[src/rtl/ncr_pkg.sv]
// Purpose: constants for the nc command data register bank
// Assumes: 16-bit word registers, two part systems
// Notes:   word indices double as bus addresses
// What this block does
// auto speed word waits finish or gear done
// manual speed input waits the same
// reset and stop never clear speed word
// surface speed mode loads surface speed value
// speed word is plain binary rpm
// final word applies override, gear, stop, orient
// key monitor shows keys while pressed
// measured speed refreshed from encoder when present
// measured speed stored times one thousand
// misc code words are eight digit bcd
// misc slot one: auto, fixed cycle, manual
// independent misc code updates despite lock
// misc words held after finish and reset
// up to four misc codes, programmed order
// subprogram call and return codes hidden
// slots two to four only in auto
// spindle code words are plain binary
// spindle code words update, never cleared
// four spindle slots per system, fixed indices
// last spindle code in block wins
// tool code word is eight digit bcd
// two-word items read back atomically
package ncr_pkg;
  localparam logic [9:0]  SYS_STRIDE = 10'h0C8;
  localparam logic [9:0]  IDX_CMD    = 10'h008;
  localparam logic [9:0]  IDX_FINAL  = 10'h00A;
  localparam logic [9:0]  IDX_KEY    = 10'h010;
  localparam logic [9:0]  IDX_ACT    = 10'h012;
  localparam logic [9:0]  IDX_MCODE  = 10'h014;
  localparam logic [9:0]  IDX_SCODE  = 10'h01C;
  localparam logic [9:0]  IDX_TCODE  = 10'h024;
  localparam logic [9:0]  IDX_CFG    = 10'h180;
  localparam logic [9:0]  SLOT_SPAN  = 10'h008;
  localparam logic [31:0] CODE_CALL  = 32'h0000_0098;
  localparam logic [31:0] CODE_RET   = 32'h0000_0099;
  localparam logic [31:0] ACT_SCALE  = 32'h0000_03E8;
  localparam logic [39:0] OVR_DIV    = 40'h00_0000_0064;
  localparam logic [7:0]  OVR_RESET  = 8'h64;
  localparam logic [1:0]  MCNT_RESET = 2'h0;
  localparam int          CFG_OVR_MSB = 7;
  localparam int          CFG_CNT_LSB = 8;
  localparam int          CFG_CNT_MSB = 9;
  localparam logic [3:0][31:0] GEAR_TOP = {
    32'h0000_1F40, 32'h0000_1770, 32'h0000_0FA0, 32'h0000_07D0};
  typedef enum logic [1:0]
  {
    SRC_AUTO   = 2'b00,
    SRC_FIXED  = 2'b01,
    SRC_MANUAL = 2'b10
  } ncr_src_e;
endpackage

[src/rtl/ncr_regs.sv]
// Purpose: read-only nc data words seen by the sequence program
// Assumes: core and sequence inputs share clk_sys
// Notes:   data words keep their value through sys_rst, except the key monitor, which sys_rst clears
//
// Design decisions made here: the plain strobed port and the address map.
`timescale 1ns/10ps
module ncr_regs
  import ncr_pkg::*;
(
  input  wire logic             clk_sys,
  input  wire logic             sys_rst,
  input  wire logic             ce,
  input  wire logic [9:0]       regAddr,
  input  wire logic [15:0]      regWdata,
  input  wire logic             regWrite,
  input  wire logic             regRead,
  output logic      [15:0]      regRdata,
  input  wire logic             sCmdValid,
  input  wire logic             sCmdSys,
  input  wire logic [1:0]       sCmdSlot,
  input  wire logic [31:0]      sCmdValue,
  input  wire logic [1:0]       misc_finish_one,
  input  wire logic [1:0]       misc_finish_two,
  input  wire logic [1:0]       gear_shift_done,
  input  wire logic [1:0]       cssActive,
  input  wire logic [1:0][31:0] cssValue,
  input  wire logic [1:0]       gear_select_in_a,
  input  wire logic [1:0]       gear_select_in_b,
  input  wire logic [1:0]       spindle_halt,
  input  wire logic [1:0]       spindle_gear_change,
  input  wire logic [1:0]       oriented_speed_cmd,
  input  wire logic [1:0][31:0] orientSpeed,
  input  wire logic [1:0][31:0] gearShiftSpeed,
  input  wire logic             keyValid,
  input  wire logic [15:0]      keyData,
  input  wire logic [1:0]       encoderPresent,
  input  wire logic [1:0][31:0] encoderSpeed,
  input  wire logic             mValid,
  input  wire logic             mSys,
  input  ncr_src_e              mSrc,
  input  wire logic [2:0]       mCount,
  input  wire logic [3:0][31:0] mCodes,
  input  wire logic             mIndependent,
  input  wire logic             mLock,
  input  wire logic             tValid,
  input  wire logic             tSys,
  input  wire logic [31:0]      tValue
);

  // ---------------------------------------------
  // storage
  // ---------------------------------------------
  logic [1:0][31:0]      cmdSpeed_q;
  logic [1:0][31:0]      finalCmd_q;
  logic [1:0][31:0]      measSpeed_q;
  logic [1:0][3:0][31:0] mSlot_q;
  logic [1:0][3:0][31:0] sSlot_q;
  logic [1:0][31:0]      tSlot_q;
  logic [15:0]           keyMon_q;
  logic [1:0]            pendValid_q;
  logic [1:0][31:0]      pendValue_q;
  logic [7:0]            ovr_q;
  logic [1:0]            mMax_q;
  logic [15:0]           hiSnap_q;
  logic                  upd;
  logic [1:0]            finAny;

  // data words except the key monitor stop changing while reset is held, never clear
  assign upd    = ce && !sys_rst;
  assign finAny = misc_finish_one | misc_finish_two | gear_shift_done;

  // ---------------------------------------------
  // configuration register
  // ---------------------------------------------
  always_ff @(posedge clk_sys)
  begin
    if (sys_rst)
    begin
      ovr_q  <= OVR_RESET;
      mMax_q <= MCNT_RESET;
    end
    else if (ce && regWrite && regAddr == IDX_CFG)
    begin
      ovr_q  <= regWdata[CFG_OVR_MSB:0];
      mMax_q <= regWdata[CFG_CNT_MSB:CFG_CNT_LSB];
    end
  end

  // ---------------------------------------------
  // commanded speed
  // ---------------------------------------------
  always_ff @(posedge clk_sys)
  begin
    if (sys_rst)
      pendValid_q <= '0;
    else if (ce)
    begin
      for (int s = 0; s < 2; s++)
      begin
        // a new command arriving with the finish stays pending
        if (sCmdValid && sCmdSys == s[0])
          pendValid_q[s] <= 1'b1;
        else if (finAny[s])
          pendValid_q[s] <= 1'b0;
      end
    end
  end

  always_ff @(posedge clk_sys)
  begin
    if (upd)
    begin
      for (int s = 0; s < 2; s++)
      begin
        // binary rpm held
        if (sCmdValid && sCmdSys == s[0])
          pendValue_q[s] <= sCmdValue;
        // surface speed first
        if (cssActive[s])
          cmdSpeed_q[s] <= cssValue[s];
        // finish gating
        else if (finAny[s] && pendValid_q[s])
          cmdSpeed_q[s] <= pendValue_q[s];
      end
    end
  end

  // ---------------------------------------------
  // final command
  // ---------------------------------------------
  logic [1:0][39:0] scaled;
  logic [1:0][39:0] topSpd;
  always_comb
  begin
    for (int s = 0; s < 2; s++)
    begin
      scaled[s] = (40'(cmdSpeed_q[s]) * 40'(ovr_q)) / OVR_DIV;
      topSpd[s] = 40'(GEAR_TOP[{gear_select_in_b[s],
                                gear_select_in_a[s]}]);
    end
  end

  always_ff @(posedge clk_sys)
  begin
    if (upd)
    begin
      for (int s = 0; s < 2; s++)
      begin
        // stop, orient, shift, then clamp
        if (spindle_halt[s])
          finalCmd_q[s] <= '0;
        else if (oriented_speed_cmd[s])
          finalCmd_q[s] <= orientSpeed[s];
        else if (spindle_gear_change[s])
          finalCmd_q[s] <= gearShiftSpeed[s];
        else if (scaled[s] > topSpd[s])
          finalCmd_q[s] <= topSpd[s][31:0];
        else
          finalCmd_q[s] <= scaled[s][31:0];
      end
    end
  end

  // ---------------------------------------------
  // key monitor and measured speed
  // ---------------------------------------------
  always_ff @(posedge clk_sys)
  begin
    if (sys_rst)
      keyMon_q <= '0;
    // keys while pressed
    else if (ce)
      keyMon_q <= keyValid ? keyData : '0;
  end

  always_ff @(posedge clk_sys)
  begin
    if (upd)
    begin
      for (int s = 0; s < 2; s++)
      begin
        // scaled encoder feed
        if (encoderPresent[s])
          measSpeed_q[s] <= 32'(encoderSpeed[s] * ACT_SCALE);
      end
    end
  end

  // ---------------------------------------------
  // misc code slots
  // ---------------------------------------------
  logic [3:0][31:0] kept;
  logic [2:0]       nKept;
  logic [2:0]       lim;
  logic [3:0]       mWr;
  always_comb
  begin
    kept  = '0;
    nKept = '0;
    // drop subprogram codes
    // keep programmed order
    for (int i = 0; i < 4; i++)
    begin
      if (3'(i) < mCount && mCodes[i] != CODE_CALL
          && mCodes[i] != CODE_RET)
      begin
        kept[nKept[1:0]] = mCodes[i];
        nKept = nKept + 3'h1;
      end
    end
    // extra slots auto only
    lim = (mSrc == SRC_AUTO) ? 3'({1'b0, mMax_q}) + 3'h1 : 3'h1;
    // independent code passes lock
    for (int j = 0; j < 4; j++)
      mWr[j] = mValid && (!mLock || mIndependent)
               && 3'(j) < nKept && 3'(j) < lim;
  end

  always_ff @(posedge clk_sys)
  begin
    if (upd)
    begin
      // bcd slots held
      for (int j = 0; j < 4; j++)
        if (mWr[j])
          mSlot_q[mSys][j] <= kept[j];
      // last code wins
      if (sCmdValid)
        sSlot_q[sCmdSys][sCmdSlot] <= sCmdValue;
      // bcd tool code
      if (tValid)
        tSlot_q[tSys] <= tValue;
    end
  end

  // ---------------------------------------------
  // read port
  // ---------------------------------------------
  logic        sysSel;
  logic [9:0]  rel;
  logic [9:0]  mOff;
  logic [9:0]  sOff;
  logic [31:0] word;
  logic        hit;
  logic        isKey;
  always_comb
  begin
    sysSel = regAddr >= SYS_STRIDE;
    rel    = sysSel ? regAddr - SYS_STRIDE : regAddr;
    mOff   = rel - IDX_MCODE;
    sOff   = rel - IDX_SCODE;
    word   = '0;
    hit    = 1'b1;
    isKey  = !sysSel && rel == IDX_KEY;
    // slot index map
    if (rel[9:1] == IDX_CMD[9:1])
      word = cmdSpeed_q[sysSel];
    else if (rel[9:1] == IDX_FINAL[9:1])
      word = finalCmd_q[sysSel];
    else if (rel[9:1] == IDX_ACT[9:1])
      word = measSpeed_q[sysSel];
    else if (rel[9:1] == IDX_TCODE[9:1])
      word = tSlot_q[sysSel];
    else if (mOff < SLOT_SPAN)
      word = mSlot_q[sysSel][mOff[2:1]];
    else if (sOff < SLOT_SPAN)
      word = sSlot_q[sysSel][sOff[2:1]];
    else
      hit = 1'b0;
  end

  always_ff @(posedge clk_sys)
  begin
    if (sys_rst)
    begin
      regRdata <= '0;
      hiSnap_q <= '0;
    end
    else if (ce && regRead)
    begin
      if (regAddr == IDX_CFG)
        regRdata <= 16'({mMax_q, ovr_q});
      else if (isKey)
        regRdata <= keyMon_q;
      // high half from snapshot
      else if (hit && !rel[0])
      begin
        regRdata <= word[15:0];
        hiSnap_q <= word[31:16];
      end
      else if (hit)
        regRdata <= hiSnap_q;
      else
        regRdata <= '0;
    end
  end
endmodule

[config.mk]
export PLATFORM = sky130hd
export DESIGN_NAME = ncr_regs
export DESIGN_NICKNAME = d
export VERILOG_FILES = /design/src/rtl/ncr_pkg.sv /design/src/rtl/ncr_regs.sv
export SDC_FILE = /design/constraint.sdc
export NUM_CORES = 2
export LEC_CHECK = 0
export BUFFER_PORTS_ARGS = -buffer_cell sky130_fd_sc_hd__buf_2
export CAP_MARGIN = 20
export CORE_AREA = 4 4 350 352
export DETAILED_ROUTE_END_ITERATION = 16
export DIE_AREA = 0 0 354 356
export PLACE_DENSITY_LB_ADDON = 0.3
export SLEW_MARGIN = 20
export SYNTH_ARGS = -nofsm -noshare
export SYNTH_HDL_FRONTEND = slang
export SYNTH_SLANG_ARGS = --single-unit
[constraint.sdc]
create_clock -name clk_sys -period 59.6 [get_ports clk_sys]
set_clock_uncertainty 0.15 [all_clocks]
set_input_delay 8.94 -clock clk_sys [delete_from_list [all_inputs] [get_ports clk_sys]]
set_output_delay 8.94 -clock clk_sys [all_outputs]
set_load 0.01 [all_outputs]
# Word level (Yosys, flattened, before mapping)
# Cells that the tools add are included.
[classes]
n_addsub = 7
mul = 4
n_div = 2
order_cmp = 36
n_eq_ne = 14
n_mux = 97
bitwise = 5
reduce_logical = 55
[op_table]
columns = ["cell", "count"]
rows = [
  ["two-way mux 256 bit", 7],
  ["bitwise mux 256 bit", 5],
  ["two-way mux 128 bit", 9],
  ["two-way mux 32 bit", 35],
  ["demux 128 bit (select 1 bit)", 5],
  ["bitwise mux 128 bit", 3],
  ["binary-select mux 32 bit (select 2 bit)", 4],
  ["demux 32 bit (select 2 bit)", 4],
  ["inequality test 32 x 8 -> 1 bit (second input constant)", 8],
  ["two-way mux 96 bit", 1],
  ["divider 40 x 7 -> 40 bit (second input constant)", 2],
  ["> comparator 40 x 32 -> 1 bit", 2],
  ["multiplier 32 x 8 -> 40 bit", 2],
  ["two-way mux 16 bit", 5],
  ["bitwise mux 64 bit", 1],
  ["multiplier 32 x 7 -> 29 bit (second input constant)", 2],
  ["two-way mux 64 bit", 1],
  ["logical AND 1 bit", 34],
  ["demux 32 bit (select 1 bit)", 1],
  ["less-than comparator 2 x 3 -> 1 bit (second input constant)", 8],
  ["less-than comparator 10 x 4 -> 1 bit (second input constant)", 2],
  ["AND reduction 2 bit", 10],
  ["subtractor 10 x 5 -> 10 bit (second input constant)", 2],
  ["equality test 9 x 3 -> 1 bit (second input constant)", 2],
  ["23 further kinds", 65],
]
[word_totals]
ff_bits = 886
output_inout_bits = 16
wordCells = 253

# Depth between registers and ports, before layout
[depth]
word_depth = 25
mapped_depth = 115

# Least setup slack after synthesis
# OpenSTA, ideal clock, no wires.
[synth_path]
path_kind = "flip-flop to flip-flop"
start = "reg ovr_q[6]"
end = "reg finalCmd_q[39] (netlist name), data pin"
setup_ns = 0.259
arrival_ns = 24.647
path_slack_ns = 34.545
stages_incl_launch_ff = 103
path_buffers = 10
synth_period_minus_slack_ns = 25.055
cell_sequence = "dfxtp_1 > clkbuf_1 > clkbuf_1 > and2_1 > fa_1 > fa_1 > fa_1 > inv_1 > fa_1 > inv_1 > ha_1 > buf_6 > a21oi_2 > o21ai_1 > a221o_1 > a211o_1 > or4_4 > a32oi_4 > [67 not listed] > or3_4 > a211oi_1 > o31ai_1 > o221a_4 > o41ai_2 > a311oi_4 > nor4_4 > o21ai_1 > maj3_4 > xor2_4 > nand2_1 > a311oi_2 > xor2_2 > o31ai_4 > nand2_4 > mux2i_1 > mux2i_1 > o31ai_2"
[synth_between]
elab_chain_len = 6
[synth_lines]
columns = ["item", "line", "rtl"]
rows = [
  ["start: declaration", "ncr_regs.sv:62", "logic [7:0] ovr_q;"],
  ["start signal: assignment", "ncr_regs.sv:84", "ovr_q <= regWdata[CFG_OVR_MSB:0];"],
  ["multiplier 32 x 8 -> 40 bit *", "ncr_regs.sv:137", "scaled[s] = (40'(cmdSpeed_q[s]) * 40'(ovr_q)) / OVR_DIV;"],
  ["divider 40 x 7 -> 40 bit *", "ncr_regs.sv:137", ""],
  ["> comparator 40 x 32 -> 1 bit", "ncr_regs.sv:156", "else if (scaled[s] > topSpd[s])"],
  ["two-way mux 32 bit *", "ncr_regs.sv:156", ""],
  ["two-way mux 32 bit *", "ncr_regs.sv:154", "else if (spindle_gear_change[s])"],
  ["two-way mux 32 bit *", "ncr_regs.sv:152", "else if (oriented_speed_cmd[s])"],
  ["end signal: indexed assignment", "ncr_regs.sv:153", "finalCmd_q[s] <= orientSpeed[s];"],
  ["end signal: indexed assignment", "ncr_regs.sv:155", "finalCmd_q[s] <= gearShiftSpeed[s];"],
  ["end signal: indexed assignment", "ncr_regs.sv:157", "finalCmd_q[s] <= topSpd[s][31:0];"],
  ["end: declaration", "ncr_regs.sv:54", "logic [1:0][31:0] finalCmd_q;"],
]
# Every way passes the cells marked *; elsewhere a longest branch is shown, timed or not.
# A chain may end at the register's enable or synchronous reset.

# Worst setup path after layout
[layout_path]
start = "reg ovr_q[3]"
end = "reg finalCmd_q[10] (netlist name), data pin"
# The elaborated chain is that of the path after synthesis.

==> impl_metrics.csv <==
group,metric,value,unit
timing,post-route-period-util,55.5,%
timing,maxSlewViolCount,0,
routing,wl_per_cell,26.9,microns
routing,via_per_inst,6.99,
critical_path,worst_setup_path_start_kind,"flip-flop",
grt,grt_pass1_vias,67200,
logic_synthesis,synthArstFlopShare,0,%
logic_synthesis,synth_warnings,0,
routing,vias,69200,
routing,wirelength,267000,microns
placed_design,place_congestion,0.986,
routing,dr.pass1.iters,9,
critical_path,critical_path_class,"reg2reg",
clock_tree,cts_tree,"done",
clock_tree,cts_root_buf,"clkbuf_16",
grt,grt-ovfl-total,0,
finish,drive_gt1_share,17.9,%
timing,setup_viol,0,
timing,period_needed,33.11,ns
routing,ant_nets,0,
finish,nFillCells,8188,
die,io_pins,547,
finish,syn2layout_area_growth,8.07,%
grt,busiest_layer,"met2",
grt,grt_pass1_wl,400000,microns
grt,grt_util_met2,64.3,%
clock_tree,clock_latency,0.72,ns
logic_synthesis,ys_ff_latch,886,
critical_path,crit_slowest_cell,"dfxtp_2",
grt,track_usage,41.3,%
timing,rsz0062_at_grt,"false",
clock_tree,cts.sinks,886,
logic_synthesis,yosysSeqAreaShare,32.2,%
timing,tns,0,ns
placed_design,io_buffer_count,534,
logic_synthesis,synth_top_cell_area_share,30.7,%
clock_tree,clockBufferDepth,3,
die,core-area,119000,sq um
placed_design,hpwlAfterDp,195000,microns
logic_synthesis,synth-edff-count,826,
die,rows,127,
logic_synthesis,synth_area_leaders,"edfxtp_1, fa_1, ha_1",
grt,gr-usage-met3,12.4,%
die,die_x,354,microns
timing,finalHoldViolCount,0,
logic_synthesis,synthesis.nets,9169,
timing,fmax,30.2,MHz
outcome,outcome,"finished clean",
clock_tree,htreeDepth,3,
hold_path,hold_path.class,"reg2reg",
logic_synthesis,ys.flop_type,"edfxtp_1",
logic_synthesis,synth_common_cells,"edfxtp_1, nand2_1, fa_1, nor2_1, inv_1",
critical_path,crit_top_cell,"a21oi_1",
critical_path,worstPathMaxFanout,35,
critical_path,worstPathRequired,59.88,ns
clock_tree,clk_pin_slew,0.06,ns
critical_path,arrival,33.38,ns
die,fp.dieH,356,microns
timing,worst_pin_slew,1.38,ns
routing,drc,0,
clock_tree,cts_resized,0,
grt,grt_max_degree,147,
logic_synthesis,synth_most_common_cell,"edfxtp_1",
clock_tree,holdBufCountCts,0,
logic_synthesis,syn_inst,7839,
run,max_cap_viol_count,0,
die,die_area,126000,sq um
die,start_util,67.6,%
logic_synthesis,postSynthAreaPerCell,10.3,sq um
logic_synthesis,synth_cell_types,200,
timing,slew-limit-headroom,7.94,%
grt,globalRouteMet1Util,51.2,%
logic_synthesis,yosysTopAreaCell,"edfxtp_1",
routing,drt_iter0_markers,9848,
clock_tree,cts_inserted_buffers,92,
critical_path,cp-end-kind,"flip-flop",
grt,antenna_found_initial,82,
critical_path,max_stage_delay,0.96,ns
clock_tree,post_cts_buffers,0,
logic_synthesis,netlist_area,80700,sq um
finish,final_nets,9470,
[path summary, 6_finish.rpt]
path | endpoint | cells after the start | slack (ns) | from
min reg2reg | ovr_q[7]$_SDFFE_PP0P_ | 2 | 0.33 | ovr_q[7]$_SDFFE_PP0P_
max | finalCmd_q[10]$_SDFFCE_PP0P_ | 93 | 26.49 | ovr_q[3]$_SDFFE_PP0P_
max reg2reg | finalCmd_q[10]$_SDFFCE_PP0P_ | 93 | 26.49 | ovr_q[3]$_SDFFE_PP0P_
min | ovr_q[7]$_SDFFE_PP0P_ | 2 | 0.33 | ovr_q[7]$_SDFFE_PP0P_
[sequential cells by signal (all words and copies together), names as in the netlist]
register,count
keyMon_q,16
pendValid_q,2
tSlot_q,64
cmdSpeed_q,64
mMax_q,2
sSlot_q,256
hiSnap_q,16
ovr_q,8
measSpeed_q,58
pendValue_q,64
regRdata,16
finalCmd_q,64
mSlot_q,256
[final cells by class]
cell class / instances / area (sq um) / share of cell area (%)
clock buffers: 115 / 2460 / 2.82
clock inverters: 58 / 608 / 0.697
well taps: 1612 / 2020 / 2.31
repair buffers: 615 / 3330 / 3.82
multi-input cells: 6051 / 50800 / 58.2
diodes: 69 / 173 / 0.198
inverters: 494 / 1860 / 2.13
flip-flops and latches: 886 / 26000 / 29.8
[stage by stage]
| step | std cells | worst slack, ns | hold WS, ns | utilization (%) | instance area, sq um |
|---|---|---|---|---|---|
| 2_1_floorplan | 7839 | 34.54 | 0.300 | - | 80700 |
| 3_3_place_gp | 9654 | 27.63 | 0.302 | 70.3 | 83900 |
| 3_5_place_dp | 9654 | 27.22 | 0.310 | 70.3 | 83900 |
| 4_1_cts | 9827 | 27.13 | 0.327 | 72.9 | 87000 |
| 5_1_grt | 9879 | 24.50 | 0.342 | 73.0 | 87200 |
| 6_report | 9900 | 26.49 | 0.328 | 73.1 | 87200 |
[layout by cell type (no fill, tap or decap), types with 29 or more instances in the layout]
cell type,n
mux4_2,132
mux2_2,79
mux2i_1,122
clkbuf_16,94
o21a_1,45
o21ai_1,60
or3_1,34
a22oi_1,121
dfxtp_1,52
o21ai_0,248
buf_4,77
o211ai_1,78
o22ai_1,81
and3_1,76
nor4_1,56
a21oi_1,479
edfxtp_1,826
nor2b_1,31
nor2_1,491
nand4_1,68
and2_1,418
a22o_1,43
a31oi_1,58
xor2_1,62
fa_1,542
a211oi_1,70
a21o_1,47
o31ai_1,31
xnor2_1,193
buf_2,533
nor3_1,164
diode_2,69
inv_1,489
ha_1,257
nor2_2,29
nand3_1,142
o21bai_1,69
nand2_1,760
[per-layer routing]
layer  vias to the layer above  wire [microns]
met1                     33300           90400
met4                        14           19500
li1                      29600               -
met5                         -             100
met3                      1027           36500
met2                      5295          120000
[worst max-delay path: cells and delay by family (launching register included)]
family                     cells  cell delay, ns
AOI/OAI and AO/OA             49           15.82
and+or+nand+nor               23            7.57
adders and majority gates      8            3.17
xor gates and xnor gates       4            2.18
muxes                          3            1.90
buffers and inverters          6            0.99
DFF                            1            0.96
[logic make-up (layout without fill, tap and decap cells)]
kind of cell | after synthesis | after routing | synth area share (%)
simple gates | 2579 | 2579 | 16.4
mux | 352 | 352 | 6.63
buf+inv | 902 | 1282 | 5.13
compound gates | 2027 | 2027 | 18.8
other cells | 0 | 69 | 0
fa+ha+maj | 818 | 818 | 17.7
flops | 886 | 886 | 32.2
xor+xnor | 275 | 275 | 3.17
Power is left out: the tool's default activity adds up to more than one toggle a clock period on the data nets, which glitch-free logic cannot reach.
